==> config.mk <==
export PLATFORM = sky130hd
export DESIGN_NAME = dop_output_module
export DESIGN_NICKNAME = d
export VERILOG_FILES = /design/src/shared/dop_pkg.sv /design/src/shared/pwm_if.sv /design/src/rtl/dop_output_module.sv /design/src/rtl/pwm_core.sv
export VERILOG_INCLUDE_DIRS = /design/src /design/src/shared
export SDC_FILE = /design/constraint.sdc
export NUM_CORES = 1
export LEC_CHECK = 0
export BUFFER_PORTS_ARGS = -buffer_cell sky130_fd_sc_hd__buf_2
export CORE_MARGIN = 10
export CORE_UTILIZATION = 55
export DETAILED_ROUTE_END_ITERATION = 12
export GPL_ROUTABILITY_DRIVEN = 0
export GPL_TIMING_DRIVEN = 0
export PLACE_DENSITY = 0.78
export SLEW_MARGIN = 25
export SYNTH_ARGS = -nofsm -noshare
export SYNTH_HDL_FRONTEND = slang
export SYNTH_SLANG_ARGS = --single-unit
export TNS_END_PERCENT = 50
==> constraint.sdc <==
create_clock -name core_clk -period 5 [get_ports core_clk]
set_clock_uncertainty 0.15 [all_clocks]
set_input_delay 0.5 -clock core_clk [delete_from_list [all_inputs] [get_ports core_clk]]
set_output_delay 0.5 -clock core_clk [all_outputs]
set_load 0.02 [all_outputs]
==> src/shared/dop_regs.svh <==
/*
  Register addresses, field positions, reset values and timing counts
  for the output module. Assumes a 50 MHz core clock.
*/
`ifndef DOP_REGS_SVH
`define DOP_REGS_SVH

// Register addresses on the CPU port
`define ADDR_POWER_ON 8'h31
`define ADDR_DATA_WORD 8'h38
`define ADDR_CONFIG 8'h39
`define ADDR_STATUS 8'h3A

// Power-on control bits
`define PWR_DAC_BIT 0
`define PWR_SM_AMP_BIT 1
`define PWR_LG_AMP_BIT 2

// Module configuration bits
`define CFG_DAC_EN 0
`define CFG_PWM_EN 1
`define CFG_DRV_LARGE 2
`define CFG_REF_EXT 3
`define CFG_SM_BUF 4
`define CFG_LG_BUF 5
`define CFG_SM_AMP_EN 6
`define CFG_LG_AMP_EN 7

// Reset values
`define RST_POWER 16'h0000
`define RST_DATA 16'h0000
`define RST_CONFIG 16'h0000

// Timing: one PWM step is 2 us, rounded up to whole core cycles
`define CLK_PERIOD_NS 20
`define PWM_STEP_NS 2000
`define PWM_STEP_CYC ((`PWM_STEP_NS + `CLK_PERIOD_NS - 1) / `CLK_PERIOD_NS)
`define PWM_MID 12'h800

`endif

==> src/shared/dop_pkg.sv <==
/*
  Types shared by the output module and its PWM core.
  Assumes nothing beyond the register header.
*/
package dop_pkg;
  // What a module output pin carries
  typedef enum logic [1:0] {SRC_NONE, SRC_DAC, SRC_PWM, SRC_AMP} pin_src_t;
endpackage

==> src/shared/pwm_if.sv <==
/*
  Carrier between the output module and its PWM core.
  Assumes both ends share core_clk.
*/
`timescale 1ns/1ns
interface pwm_if;
  logic step;
  logic enable;
  logic [11:0] duty_word;
  logic level;
  modport core (input step, input enable, input duty_word, output level);
  modport user (output step, output enable, output duty_word, input level);
endinterface

==> src/rtl/dop_output_module.sv <==
/*
  Output module control: data word, configuration, power bits, PWM
  step divider and switch routing onto the two module output pins.
  Assumes a simple CPU register port, synchronous to core_clk; analog
  switches and amplifiers outside act on the registered controls here.
*/
// Notes on behaviour
// RULE1: PWM duty is top twelve data bits
// RULE2: Zero duty code gives exactly half high
// RULE3: Most negative code gives zero high time
// RULE4: Most positive code gives 4095 of 4096
// RULE5: Each step lasts 2 us, 4096 steps
// RULE6: New duty applied only at period end
// RULE7: Large amp driving DAC becomes unity buffer
// RULE8: Then PWM takes small pin, small amp off
// RULE9: Small amp driving DAC becomes unity buffer
// RULE10: Then PWM takes large pin, large amp off
// RULE11: At most two functions on two pins
// RULE12: Fixed priority resolves conflicting switch requests
// RULE13: DAC reference is supply or twice pin
// RULE14: Free amp is buffer or stand-alone amplifier
// RULE15: Power bits live at address 31h
// RULE16: DAC takes whole word, zero is midscale
// RULE17: Unpowered DAC or amp goes high impedance
// RULE18: Free-running counter compared with offset duty
// RULE19: After reset PWM off, pins undriven
`timescale 1ns/1ns
`include "dop_regs.svh"
module dop_output_module
  import dop_pkg::*;
#(
  parameter int STEP_CYC = `PWM_STEP_CYC
)(
  input wire logic core_clk,
  input wire logic nrst,
  input wire logic [7:0] reg_addr,
  input wire logic [15:0] reg_wdata,
  input wire logic reg_wr,
  output logic [15:0] reg_rdata,
  output logic [15:0] dac_code,
  output logic dac_enable,
  output logic dac_ref_ext,
  output logic sm_amp_enable,
  output logic sm_amp_buffer,
  output logic sm_amp_from_dac,
  output logic amp_inverting_pin_sm_hiz,
  output logic lg_amp_enable,
  output logic lg_amp_buffer,
  output logic lg_amp_from_dac,
  output logic amp_inverting_pin_lg_hiz,
  output pin_src_t small_amp_out_pin_src,
  output pin_src_t large_amp_out_pin_src,
  output logic small_amp_out_pin_pwm,
  output logic large_amp_out_pin_pwm
);
  localparam logic [7:0] STEP_LAST = 8'(STEP_CYC - 1);
  localparam logic [7:0] STEP_GAP = 8'(STEP_CYC);

  logic [15:0] power_q, power_d;
  logic [15:0] data_q, data_d;
  logic [15:0] config_q, config_d;
  logic [15:0] rdata_q, rdata_d;
  logic [7:0] div_q, div_d;
  logic step_q, step_d;
  pin_src_t sm_src_q, sm_src_d, lg_src_q, lg_src_d;
  logic [5:0] ctl_q, ctl_d;
  logic sm_pwm_q, sm_pwm_d, lg_pwm_q, lg_pwm_d;
  logic dac_on, pwm_on, drv_large, sm_pwr, lg_pwr;
  logic [15:0] status_w;

  pwm_if pw ();

  // Pin source decision; DAC first, then PWM, then the free amp
  function automatic pin_src_t pin_src(input logic dac_here, input logic pwm_here,
                                       input logic amp_ok);
    if (dac_here) begin
      pin_src = SRC_DAC;
    end else if (pwm_here) begin
      pin_src = SRC_PWM;
    end else if (amp_ok) begin
      pin_src = SRC_AMP;
    end else begin
      pin_src = SRC_NONE;
    end
  endfunction

  ////////////////////////////////////////////////////////////////////////
  // Register file next values
  always_comb begin
    power_d = power_q;
    data_d = data_q;
    config_d = config_q;
    if (reg_wr) begin
      case (reg_addr)
        `ADDR_POWER_ON: power_d = reg_wdata; // RULE15
        `ADDR_DATA_WORD: data_d = reg_wdata;
        `ADDR_CONFIG: config_d = reg_wdata;
        default: power_d = power_q;
      endcase
    end
    // Read data is registered; unmapped addresses read as zero
    case (reg_addr)
      `ADDR_POWER_ON: rdata_d = power_q;
      `ADDR_DATA_WORD: rdata_d = data_q;
      `ADDR_CONFIG: rdata_d = config_q;
      `ADDR_STATUS: rdata_d = status_w;
      default: rdata_d = 16'h0000;
    endcase
  end

  assign status_w = {10'h000, lg_src_q, sm_src_q, pw.level, step_q};

  ////////////////////////////////////////////////////////////////////////
  // Step divider: one enable pulse per PWM time step
  always_comb begin
    div_d = div_q + 8'h01;
    step_d = 1'b0;
    if (!pwm_on) begin
      div_d = 8'h00;
    end else if (div_q == STEP_LAST) begin
      div_d = 8'h00;
      step_d = 1'b1; // RULE5
    end
  end

  assign pw.step = step_q;
  assign pw.enable = pwm_on;
  assign pw.duty_word = data_q[15:4]; // RULE1

  pwm_core u_pwm_core (
    .core_clk(core_clk),
    .nrst(nrst),
    .pw(pw)
  );

  ////////////////////////////////////////////////////////////////////////
  // Switch routing; a powered-down circuit is never routed
  assign sm_pwr = power_q[`PWR_SM_AMP_BIT];
  assign lg_pwr = power_q[`PWR_LG_AMP_BIT];
  assign drv_large = config_q[`CFG_DRV_LARGE];
  assign dac_on = config_q[`CFG_DAC_EN] & power_q[`PWR_DAC_BIT]; // RULE17
  assign pwm_on = config_q[`CFG_PWM_EN];

  always_comb begin
    // PWM always takes the pin the DAC driver does not use
    sm_src_d = pin_src(dac_on & !drv_large & sm_pwr, pwm_on & drv_large,
                       config_q[`CFG_SM_AMP_EN] & sm_pwr); // RULE8 RULE9 RULE12
    lg_src_d = pin_src(dac_on & drv_large & lg_pwr, pwm_on & !drv_large,
                       config_q[`CFG_LG_AMP_EN] & lg_pwr); // RULE7 RULE10 RULE12
    // DAC without a powered driver amp has nowhere to go
    if (dac_on && (drv_large ? !lg_pwr : !sm_pwr) && !pwm_on) begin
      sm_src_d = SRC_NONE; // RULE11
      lg_src_d = SRC_NONE;
    end
    // Controls: dac en, ref, sm en, sm buf, lg en, lg buf
    ctl_d[0] = dac_on; // RULE16 RULE17
    ctl_d[1] = config_q[`CFG_REF_EXT]; // RULE13
    ctl_d[2] = (sm_src_d == SRC_DAC) || (sm_src_d == SRC_AMP); // RULE8 RULE17
    ctl_d[3] = (sm_src_d == SRC_DAC) || config_q[`CFG_SM_BUF]; // RULE9 RULE14
    ctl_d[4] = (lg_src_d == SRC_DAC) || (lg_src_d == SRC_AMP); // RULE10 RULE17
    ctl_d[5] = (lg_src_d == SRC_DAC) || config_q[`CFG_LG_BUF]; // RULE7 RULE14
    sm_pwm_d = (sm_src_q == SRC_PWM) & pw.level;
    lg_pwm_d = (lg_src_q == SRC_PWM) & pw.level;
  end

  ////////////////////////////////////////////////////////////////////////
  // All state registers except the check counter gap_q
  always_ff @(posedge core_clk) begin
    if (!nrst) begin
      power_q <= `RST_POWER;
      data_q <= `RST_DATA;
      config_q <= `RST_CONFIG; // RULE19
      rdata_q <= 16'h0000;
      div_q <= 8'h00;
      step_q <= 1'b0;
      sm_src_q <= SRC_NONE;
      lg_src_q <= SRC_NONE;
      ctl_q <= 6'h00;
      sm_pwm_q <= 1'b0;
      lg_pwm_q <= 1'b0;
    end else begin
      power_q <= power_d;
      data_q <= data_d;
      config_q <= config_d;
      rdata_q <= rdata_d;
      div_q <= div_d;
      step_q <= step_d;
      sm_src_q <= sm_src_d;
      lg_src_q <= lg_src_d;
      ctl_q <= ctl_d;
      sm_pwm_q <= sm_pwm_d;
      lg_pwm_q <= lg_pwm_d;
    end
  end

  // Outputs, all from flip-flops
  assign reg_rdata = rdata_q;
  assign dac_code = data_q; // RULE16
  assign dac_enable = ctl_q[0];
  assign dac_ref_ext = ctl_q[1];
  assign sm_amp_enable = ctl_q[2];
  assign sm_amp_buffer = ctl_q[3];
  assign sm_amp_from_dac = (sm_src_q == SRC_DAC);
  assign amp_inverting_pin_sm_hiz = ctl_q[3] | !ctl_q[2]; // RULE14
  assign lg_amp_enable = ctl_q[4];
  assign lg_amp_buffer = ctl_q[5];
  assign lg_amp_from_dac = (lg_src_q == SRC_DAC);
  assign amp_inverting_pin_lg_hiz = ctl_q[5] | !ctl_q[4]; // RULE14
  assign small_amp_out_pin_src = sm_src_q;
  assign large_amp_out_pin_src = lg_src_q;
  assign small_amp_out_pin_pwm = sm_pwm_q;
  assign large_amp_out_pin_pwm = lg_pwm_q;

  ////////////////////////////////////////////////////////////////////////
  // Checks
  // Cycles since the last step; a counter, as the spacing can exceed eight
  logic [7:0] gap_q, gap_d;
  always_comb begin
    gap_d = gap_q + 8'h01;
    if (!pwm_on) begin
      gap_d = 8'h00;
    end else if (step_q) begin
      gap_d = 8'h01;
    end
  end

  always_ff @(posedge core_clk) begin
    if (!nrst) begin
      gap_q <= 8'h00;
    end else begin
      gap_q <= gap_d;
    end
  end

  property p_step_spacing;
    @(posedge core_clk) disable iff (!nrst)
      pwm_on |-> (step_q == (gap_q == STEP_GAP));
  endproperty
  a_step_spacing: assert property (p_step_spacing) else $error("step spacing wrong"); // RULE5

  property p_rdata_config;
    @(posedge core_clk) disable iff (!nrst)
      (reg_addr == `ADDR_CONFIG) |=> (reg_rdata == $past(config_q));
  endproperty
  a_rdata_config: assert property (p_rdata_config) else $error("config readback wrong"); // RULE15

  property p_ref_select;
    @(posedge core_clk) disable iff (!nrst)
      1'b1 |=> (dac_ref_ext == $past(config_q[`CFG_REF_EXT]));
  endproperty
  a_ref_select: assert property (p_ref_select) else $error("reference select wrong"); // RULE13

  property p_sm_dac_buf;
    @(posedge core_clk) disable iff (!nrst)
      sm_amp_from_dac |-> (sm_amp_enable && sm_amp_buffer && amp_inverting_pin_sm_hiz);
  endproperty
  a_sm_dac_buf: assert property (p_sm_dac_buf) else $error("small dac driver not buffer"); // RULE9

  property p_lg_dac_buf;
    @(posedge core_clk) disable iff (!nrst)
      lg_amp_from_dac |-> (lg_amp_enable && lg_amp_buffer && amp_inverting_pin_lg_hiz);
  endproperty
  a_lg_dac_buf: assert property (p_lg_dac_buf) else $error("large dac driver not buffer"); // RULE7

  property p_sm_unpwr;
    @(posedge core_clk) disable iff (!nrst)
      !sm_pwr |=> !sm_amp_enable;
  endproperty
  a_sm_unpwr: assert property (p_sm_unpwr) else $error("unpowered small amp on"); // RULE17

  property p_lg_unpwr;
    @(posedge core_clk) disable iff (!nrst)
      !lg_pwr |=> !lg_amp_enable;
  endproperty
  a_lg_unpwr: assert property (p_lg_unpwr) else $error("unpowered large amp on"); // RULE17

  property p_sm_pwm_pin;
    @(posedge core_clk) disable iff (!nrst)
      small_amp_out_pin_pwm |-> $past(sm_src_q == SRC_PWM);
  endproperty
  a_sm_pwm_pin: assert property (p_sm_pwm_pin) else $error("pwm on unrouted pin"); // RULE8

  property p_pwm_small_pin;
    @(posedge core_clk) disable iff (!nrst)
      (dac_on && drv_large && lg_pwr && pwm_on)
        |=> (sm_src_q == SRC_PWM && !sm_amp_enable && lg_amp_buffer);
  endproperty
  a_pwm_small_pin: assert property (p_pwm_small_pin) else $error("bad small pin"); // RULE8

  property p_pwm_large_pin;
    @(posedge core_clk) disable iff (!nrst)
      (dac_on && !drv_large && sm_pwr && pwm_on)
        |=> (lg_src_q == SRC_PWM && !lg_amp_enable && sm_amp_buffer);
  endproperty
  a_pwm_large_pin: assert property (p_pwm_large_pin) else $error("bad large pin"); // RULE10

  property p_no_conflict;
    @(posedge core_clk) disable iff (!nrst)
      !(sm_src_q == lg_src_q && (sm_src_q == SRC_DAC || sm_src_q == SRC_PWM));
  endproperty
  a_no_conflict: assert property (p_no_conflict) else $error("function on both pins"); // RULE12

  property p_dac_off;
    @(posedge core_clk) disable iff (!nrst)
      !power_q[`PWR_DAC_BIT] |=> (!dac_enable && sm_src_q != SRC_DAC && lg_src_q != SRC_DAC);
  endproperty
  a_dac_off: assert property (p_dac_off) else $error("unpowered dac routed"); // RULE17

  property p_reset_idle;
    @(posedge core_clk) !nrst |=> (sm_src_q == SRC_NONE && lg_src_q == SRC_NONE
                                  && !small_amp_out_pin_pwm && !large_amp_out_pin_pwm);
  endproperty
  a_reset_idle: assert property (p_reset_idle) else $error("pins driven after reset"); // RULE19

  c_dac_and_pwm: cover property (@(posedge core_clk) disable iff (!nrst)
    sm_src_q == SRC_PWM && lg_src_q == SRC_DAC);
  c_dac_and_amp: cover property (@(posedge core_clk) disable iff (!nrst)
    sm_src_q == SRC_AMP && lg_src_q == SRC_DAC);
  c_pwm_and_amp: cover property (@(posedge core_clk) disable iff (!nrst)
    lg_src_q == SRC_PWM && sm_src_q == SRC_AMP);
endmodule

==> src/rtl/pwm_core.sv <==
/*
  Twelve-bit PWM core: free-running step counter, duty held per period.
  Assumes a one-cycle step enable and a two's complement duty word.
*/
`timescale 1ns/1ns
`include "dop_regs.svh"
module pwm_core
  import dop_pkg::*;
(
  input wire logic core_clk,
  input wire logic nrst,
  pwm_if.core pw
);
  logic [11:0] cnt_q, cnt_d;
  logic [11:0] duty_q, duty_d;
  logic level_q, level_d;

  ////////////////////////////////////////////////////////////////////////
  // Next-state: counter, period-boundary duty latch, output level
  always_comb begin
    cnt_d = cnt_q;
    duty_d = duty_q;
    level_d = 1'b0;
    if (!pw.enable) begin
      // Idle: next enable starts a clean period with the fresh word
      cnt_d = 12'h000;
      duty_d = pw.duty_word ^ `PWM_MID; // RULE1
    end else if (pw.step) begin
      cnt_d = cnt_q + 12'h001; // RULE18
      if (cnt_q == 12'hFFF) begin
        duty_d = pw.duty_word ^ `PWM_MID; // RULE6
      end
    end
    // Offset binary compare covers zero, half and 4095 high steps; kept
    // running while idle so the first enabled cycle already agrees
    level_d = ({1'b0, cnt_d} < {1'b0, duty_d}); // RULE2 RULE3 RULE4 RULE18
  end

  // Registers only
  always_ff @(posedge core_clk) begin
    if (!nrst) begin
      cnt_q <= 12'h000;
      duty_q <= `PWM_MID;
      level_q <= 1'b0;
    end else begin
      cnt_q <= cnt_d;
      duty_q <= duty_d;
      level_q <= level_d;
    end
  end

  // Gated so a disabled PWM never reports a high level
  assign pw.level = level_q & pw.enable; // RULE19

  ////////////////////////////////////////////////////////////////////////
  // Checks
  property p_zero_duty_low;
    @(posedge core_clk) disable iff (!nrst) (duty_q == 12'h000) |-> !level_q;
  endproperty
  a_zero_duty_low: assert property (p_zero_duty_low) else $error("min duty went high"); // RULE3

  property p_full_duty_high;
    @(posedge core_clk) disable iff (!nrst)
      (pw.enable && duty_q == 12'hFFF && cnt_q != 12'hFFF) |-> level_q;
  endproperty
  a_full_duty_high: assert property (p_full_duty_high) else $error("max duty low"); // RULE4

  property p_half_duty;
    @(posedge core_clk) disable iff (!nrst)
      (pw.enable && duty_q == 12'h800) |-> (level_q == !cnt_q[11]);
  endproperty
  a_half_duty: assert property (p_half_duty) else $error("mid code not half"); // RULE2

  property p_duty_held;
    @(posedge core_clk) disable iff (!nrst)
      ($past(pw.enable) && pw.enable && duty_q != $past(duty_q))
        |-> $past(pw.step && cnt_q == 12'hFFF);
  endproperty
  a_duty_held: assert property (p_duty_held) else $error("duty changed mid period"); // RULE6

  property p_compare;
    @(posedge core_clk) disable iff (!nrst)
      pw.enable |-> (level_q == (cnt_q < duty_q));
  endproperty
  a_compare: assert property (p_compare) else $error("level disagrees with count"); // RULE18

  c_wrap: cover property (@(posedge core_clk) disable iff (!nrst)
    pw.step && cnt_q == 12'hFFF);
endmodule

==> flow_summary_export.csv <==
group,metric,value,unit
synth,synth_nets,531,
grt,gr-total-overflow,0,
clock_tree,clock_latency,400,ps
die,dieArea,12830,um^2
clock_tree,cts_tree,"yes",
worst_hold_path,worstHoldStart,"reg_wdata[13]",
setup_path,r2r-start,"u_pwm_core.cnt_q[0]",
cells_and_area,drive_gt1_share,21.03,%
synth,synth_warnings,0,
synth,synthCells,491,
detailed_routing,ant_nets,0,
timing,hold_viol_final,0,
setup_path,crit_path_frequent_cell,"ha_1",
clock_tree,cts-hold-fix-buffers,0,
placement,port-buffer-count,73,
pwr,leakagePower,0.002478,uW
synth,synth_seq_cells,108,
clock_tree,cts_buffer_depth,2,
die,core,8341,um^2
detailed_routing,firstDrtPassIters,5,
timing,setup_viol,0,
synth,ys_top_cells_by_count,"108 x dfxtp_1, 76 x nand2_1, 67 x mux2i_1, 48 x nor2_1",
synth,synthDistinctLibCells,48,
synth,synth_edf_count,0,
synth,netlist_area,4783,um^2
clock_tree,clk_pin_slew,120,ps
synth,synth.most_common_cell,"dfxtp_1",
timing,finalCriticalPeriod,2996,ps
grt,grt_start_max_net_pins,22,
timing,fin_setup_tns,0,ps
grt,grt_use_total,19.16,%
setup_path,worstPathRequired,5160,ps
clock_tree,cts_setup_buffers,0,
clock_tree,cts_root_buf,"clkbuf_8",
timing,fin_ws,2004,ps
status,status,"complete, no violations",
die,die_h,113.3,um
detailed_routing,vias,3864,
setup_path,worstPathArrival,3150,ps
placement,post-place-ws,2084,ps
timing,max_freq,333.7,MHz
cells_and_area,fillCellCount,676,
detailed_routing,viasPerCell,5.633,
synth,synth_top_area_share,45.20,%
timing,worst_slew_pin_slew,722.6,ps
flow_run,drv_cap,0,
setup_path,worstSetupEndpointType,"flop",
timing,slew_viol_final,0,
synth,ys_seq_area_share,45.20,%
timing,rsz0062_at_grt,"no",
cells_and_area,register_area,2162,um^2
die,rows,33,
die,io_pins,75,
die,initial_utilization,57.35,%
grt,grt_pass1_wl,20.15,mm
pwr,ir_drop,0.1354,mV
detailed_routing,first_iter_violations,243,
cells_and_area,fin_nets,615,
synth,synth_top_cell_by_area,"dfxtp_1",
synth,synth_ff_type,"dfxtp_1",
clock_tree,h-tree-depth,3,
synth,synth.area.top_cells,"dfxtp_1 45%, mux2i_1 14%, nand2_1 6.0%",
clock_tree,numCtsBuffers,9,
synth,synthArstFlopShare,0,%
detailed_routing,route.detailed.drc,0,
setup_path,critPathKind,"flop to flop",
timing,relSlewSlack,51.83,%
setup_path,critPathMaxFanout,10,
grt,antenna_found_initial,1,
setup_path,max_stage_delay,410,ps
clock_tree,clock-sinks,108,
die,die_w,113.3,um
setup_path,worstSetupStartpointType,"flop",
placement,post-dp-hpwl,8.950,mm
synth,syn_area_per_cell,9.742,um^2
detailed_routing,drt_wl_total,12.09,mm
clock_tree,cts_resized,0,
setup_path,cp_slowest_cell,"o31ai_4",
worst_hold_path,hold_path.class,"input port to flop",
cells_and_area,multiInputGateArea,2437,um^2
timing,fin_crit_sh,59.93,%
cells_and_area,area_growth,14.70,%
setup_path,crit_chain,"ha_1 > nand4_4 > o31ai_4 > buf_6 > mux2i_1 > ha_1 > a211oi_1 > o21ai_0 > o22ai_1",
setup_path,startpoint,"u_pwm_core.cnt_q[0]",
detailed_routing,drt-wirelength-per-cell,17.62,um
pwr,p_per_area,265.1,nW/um^2
grt,grt_pass1_vias,4017,
## critical path: cells and delay by family, from the launching register on
family / cells / cell delay (ps)
buffers and inverters: 1 / 220
flip-flops: 1 / 390
AO/OA/AOI/OAI: 4 / 1140
AND/OR/NAND/NOR: 1 / 190
adder cells (fa/ha/maj): 2 / 540
multiplexers: 1 / 290
## final cells by class
type                    instances  area share (%)
clock inverters                 7           1.460
repair buffers                 73           6.659
plain buffers                  26           2.668
flip-flops and latches        108           39.41
well taps                     105           2.395
inverters                      10          0.6842
diodes                          1         0.04561
clock buffers                   9           2.258
multi-input cells             347           44.42
## kinds of logic after synthesis
kind of cell / after synthesis / share of synthesized area [%]
mux: 83 / 17.79
compound gates: 46 / 6.932
simple gates: 188 / 19.72
xor+xnor: 17 / 3.113
flops: 108 / 45.20
buf+inv: 36 / 3.845
fa+ha+maj: 13 / 3.401
## worst paths after layout
| path | to | depth (start not counted) | slack [ps] |
|---|---|---|---|
| max | u_pwm_core.level_q | 9 | 2000 |
| min | dac_code[13] | 3 | 240 |
| max reg2reg | u_pwm_core.level_q | 9 | 2000 |
| min reg2reg | power_q[12] | 2 | 320 |
## routing by layer
layer	vias up	global-route usage, %	part of all wire (%)
met1	1833	23.28	44
met2	142	31.11	45
met4	0	8.037	2.9
met5	-	0	0
li1	1861	-	-
met3	28	5.388	7.6
## flip-flops by register name, indices dropped and copies added, names as in the netlist
register               flops
u_pwm_core.duty_q         12
div_q                      8
large_amp_out_pin_src      2
u_pwm_core.level_q         1
power_q                   16
reg_rdata                 16
small_amp_out_pin_src      2
config_q                  16
u_pwm_core.cnt_q          12
small_amp_out_pin_pwm      1
dac_code                  16
pw.step                    1
ctl_q                      4
large_amp_out_pin_pwm      1
## metrics by stage
stage	instance area [um^2]	util, %	hold WS [ps]	total power (uW)	std cells
6_report	5487	65.78	240.2	1454	686
5_1_grt	5484	65.75	241.4	1503	685
4_1_cts	5484	65.75	233.4	1462	685
3_5_place_dp	5280	63.31	296.7	937.5	669
3_3_place_gp	5280	63.31	288.8	936.2	669
2_1_floorplan	4783	-	271.9	911.0	491
## power breakdown
group	leakage [uW]	internal, uW	switching [uW]	total (uW)
sequential	0.000870	861	0.892	862
clock	0.0000990	198	338	536
combinational	0.00151	19.1	38.1	57.2
## layout by cell type (no fill, tap or decap), types with 3 or more instances in the layout
master,instances
clkbuf_8,9
nand2b_1,3
xor2_1,8
inv_1,10
a21oi_1,6
and2_1,7
buf_2,75
nand2_1,76
nor3_1,3
mux2_2,16
nor3b_1,3
xnor2_1,9
a22oi_1,10
ha_1,13
buf_4,4
a211oi_1,5
o22ai_1,3
nand3_1,9
nor2_1,48
a2bb2oi_1,5
nor2b_1,11
nand4_1,7
and3_1,8
clkbuf_1,16
dfxtp_1,108
o21ai_0,6
mux2i_1,67
a31oi_1,3
Note: power is estimated with default switching activity, not from simulation.
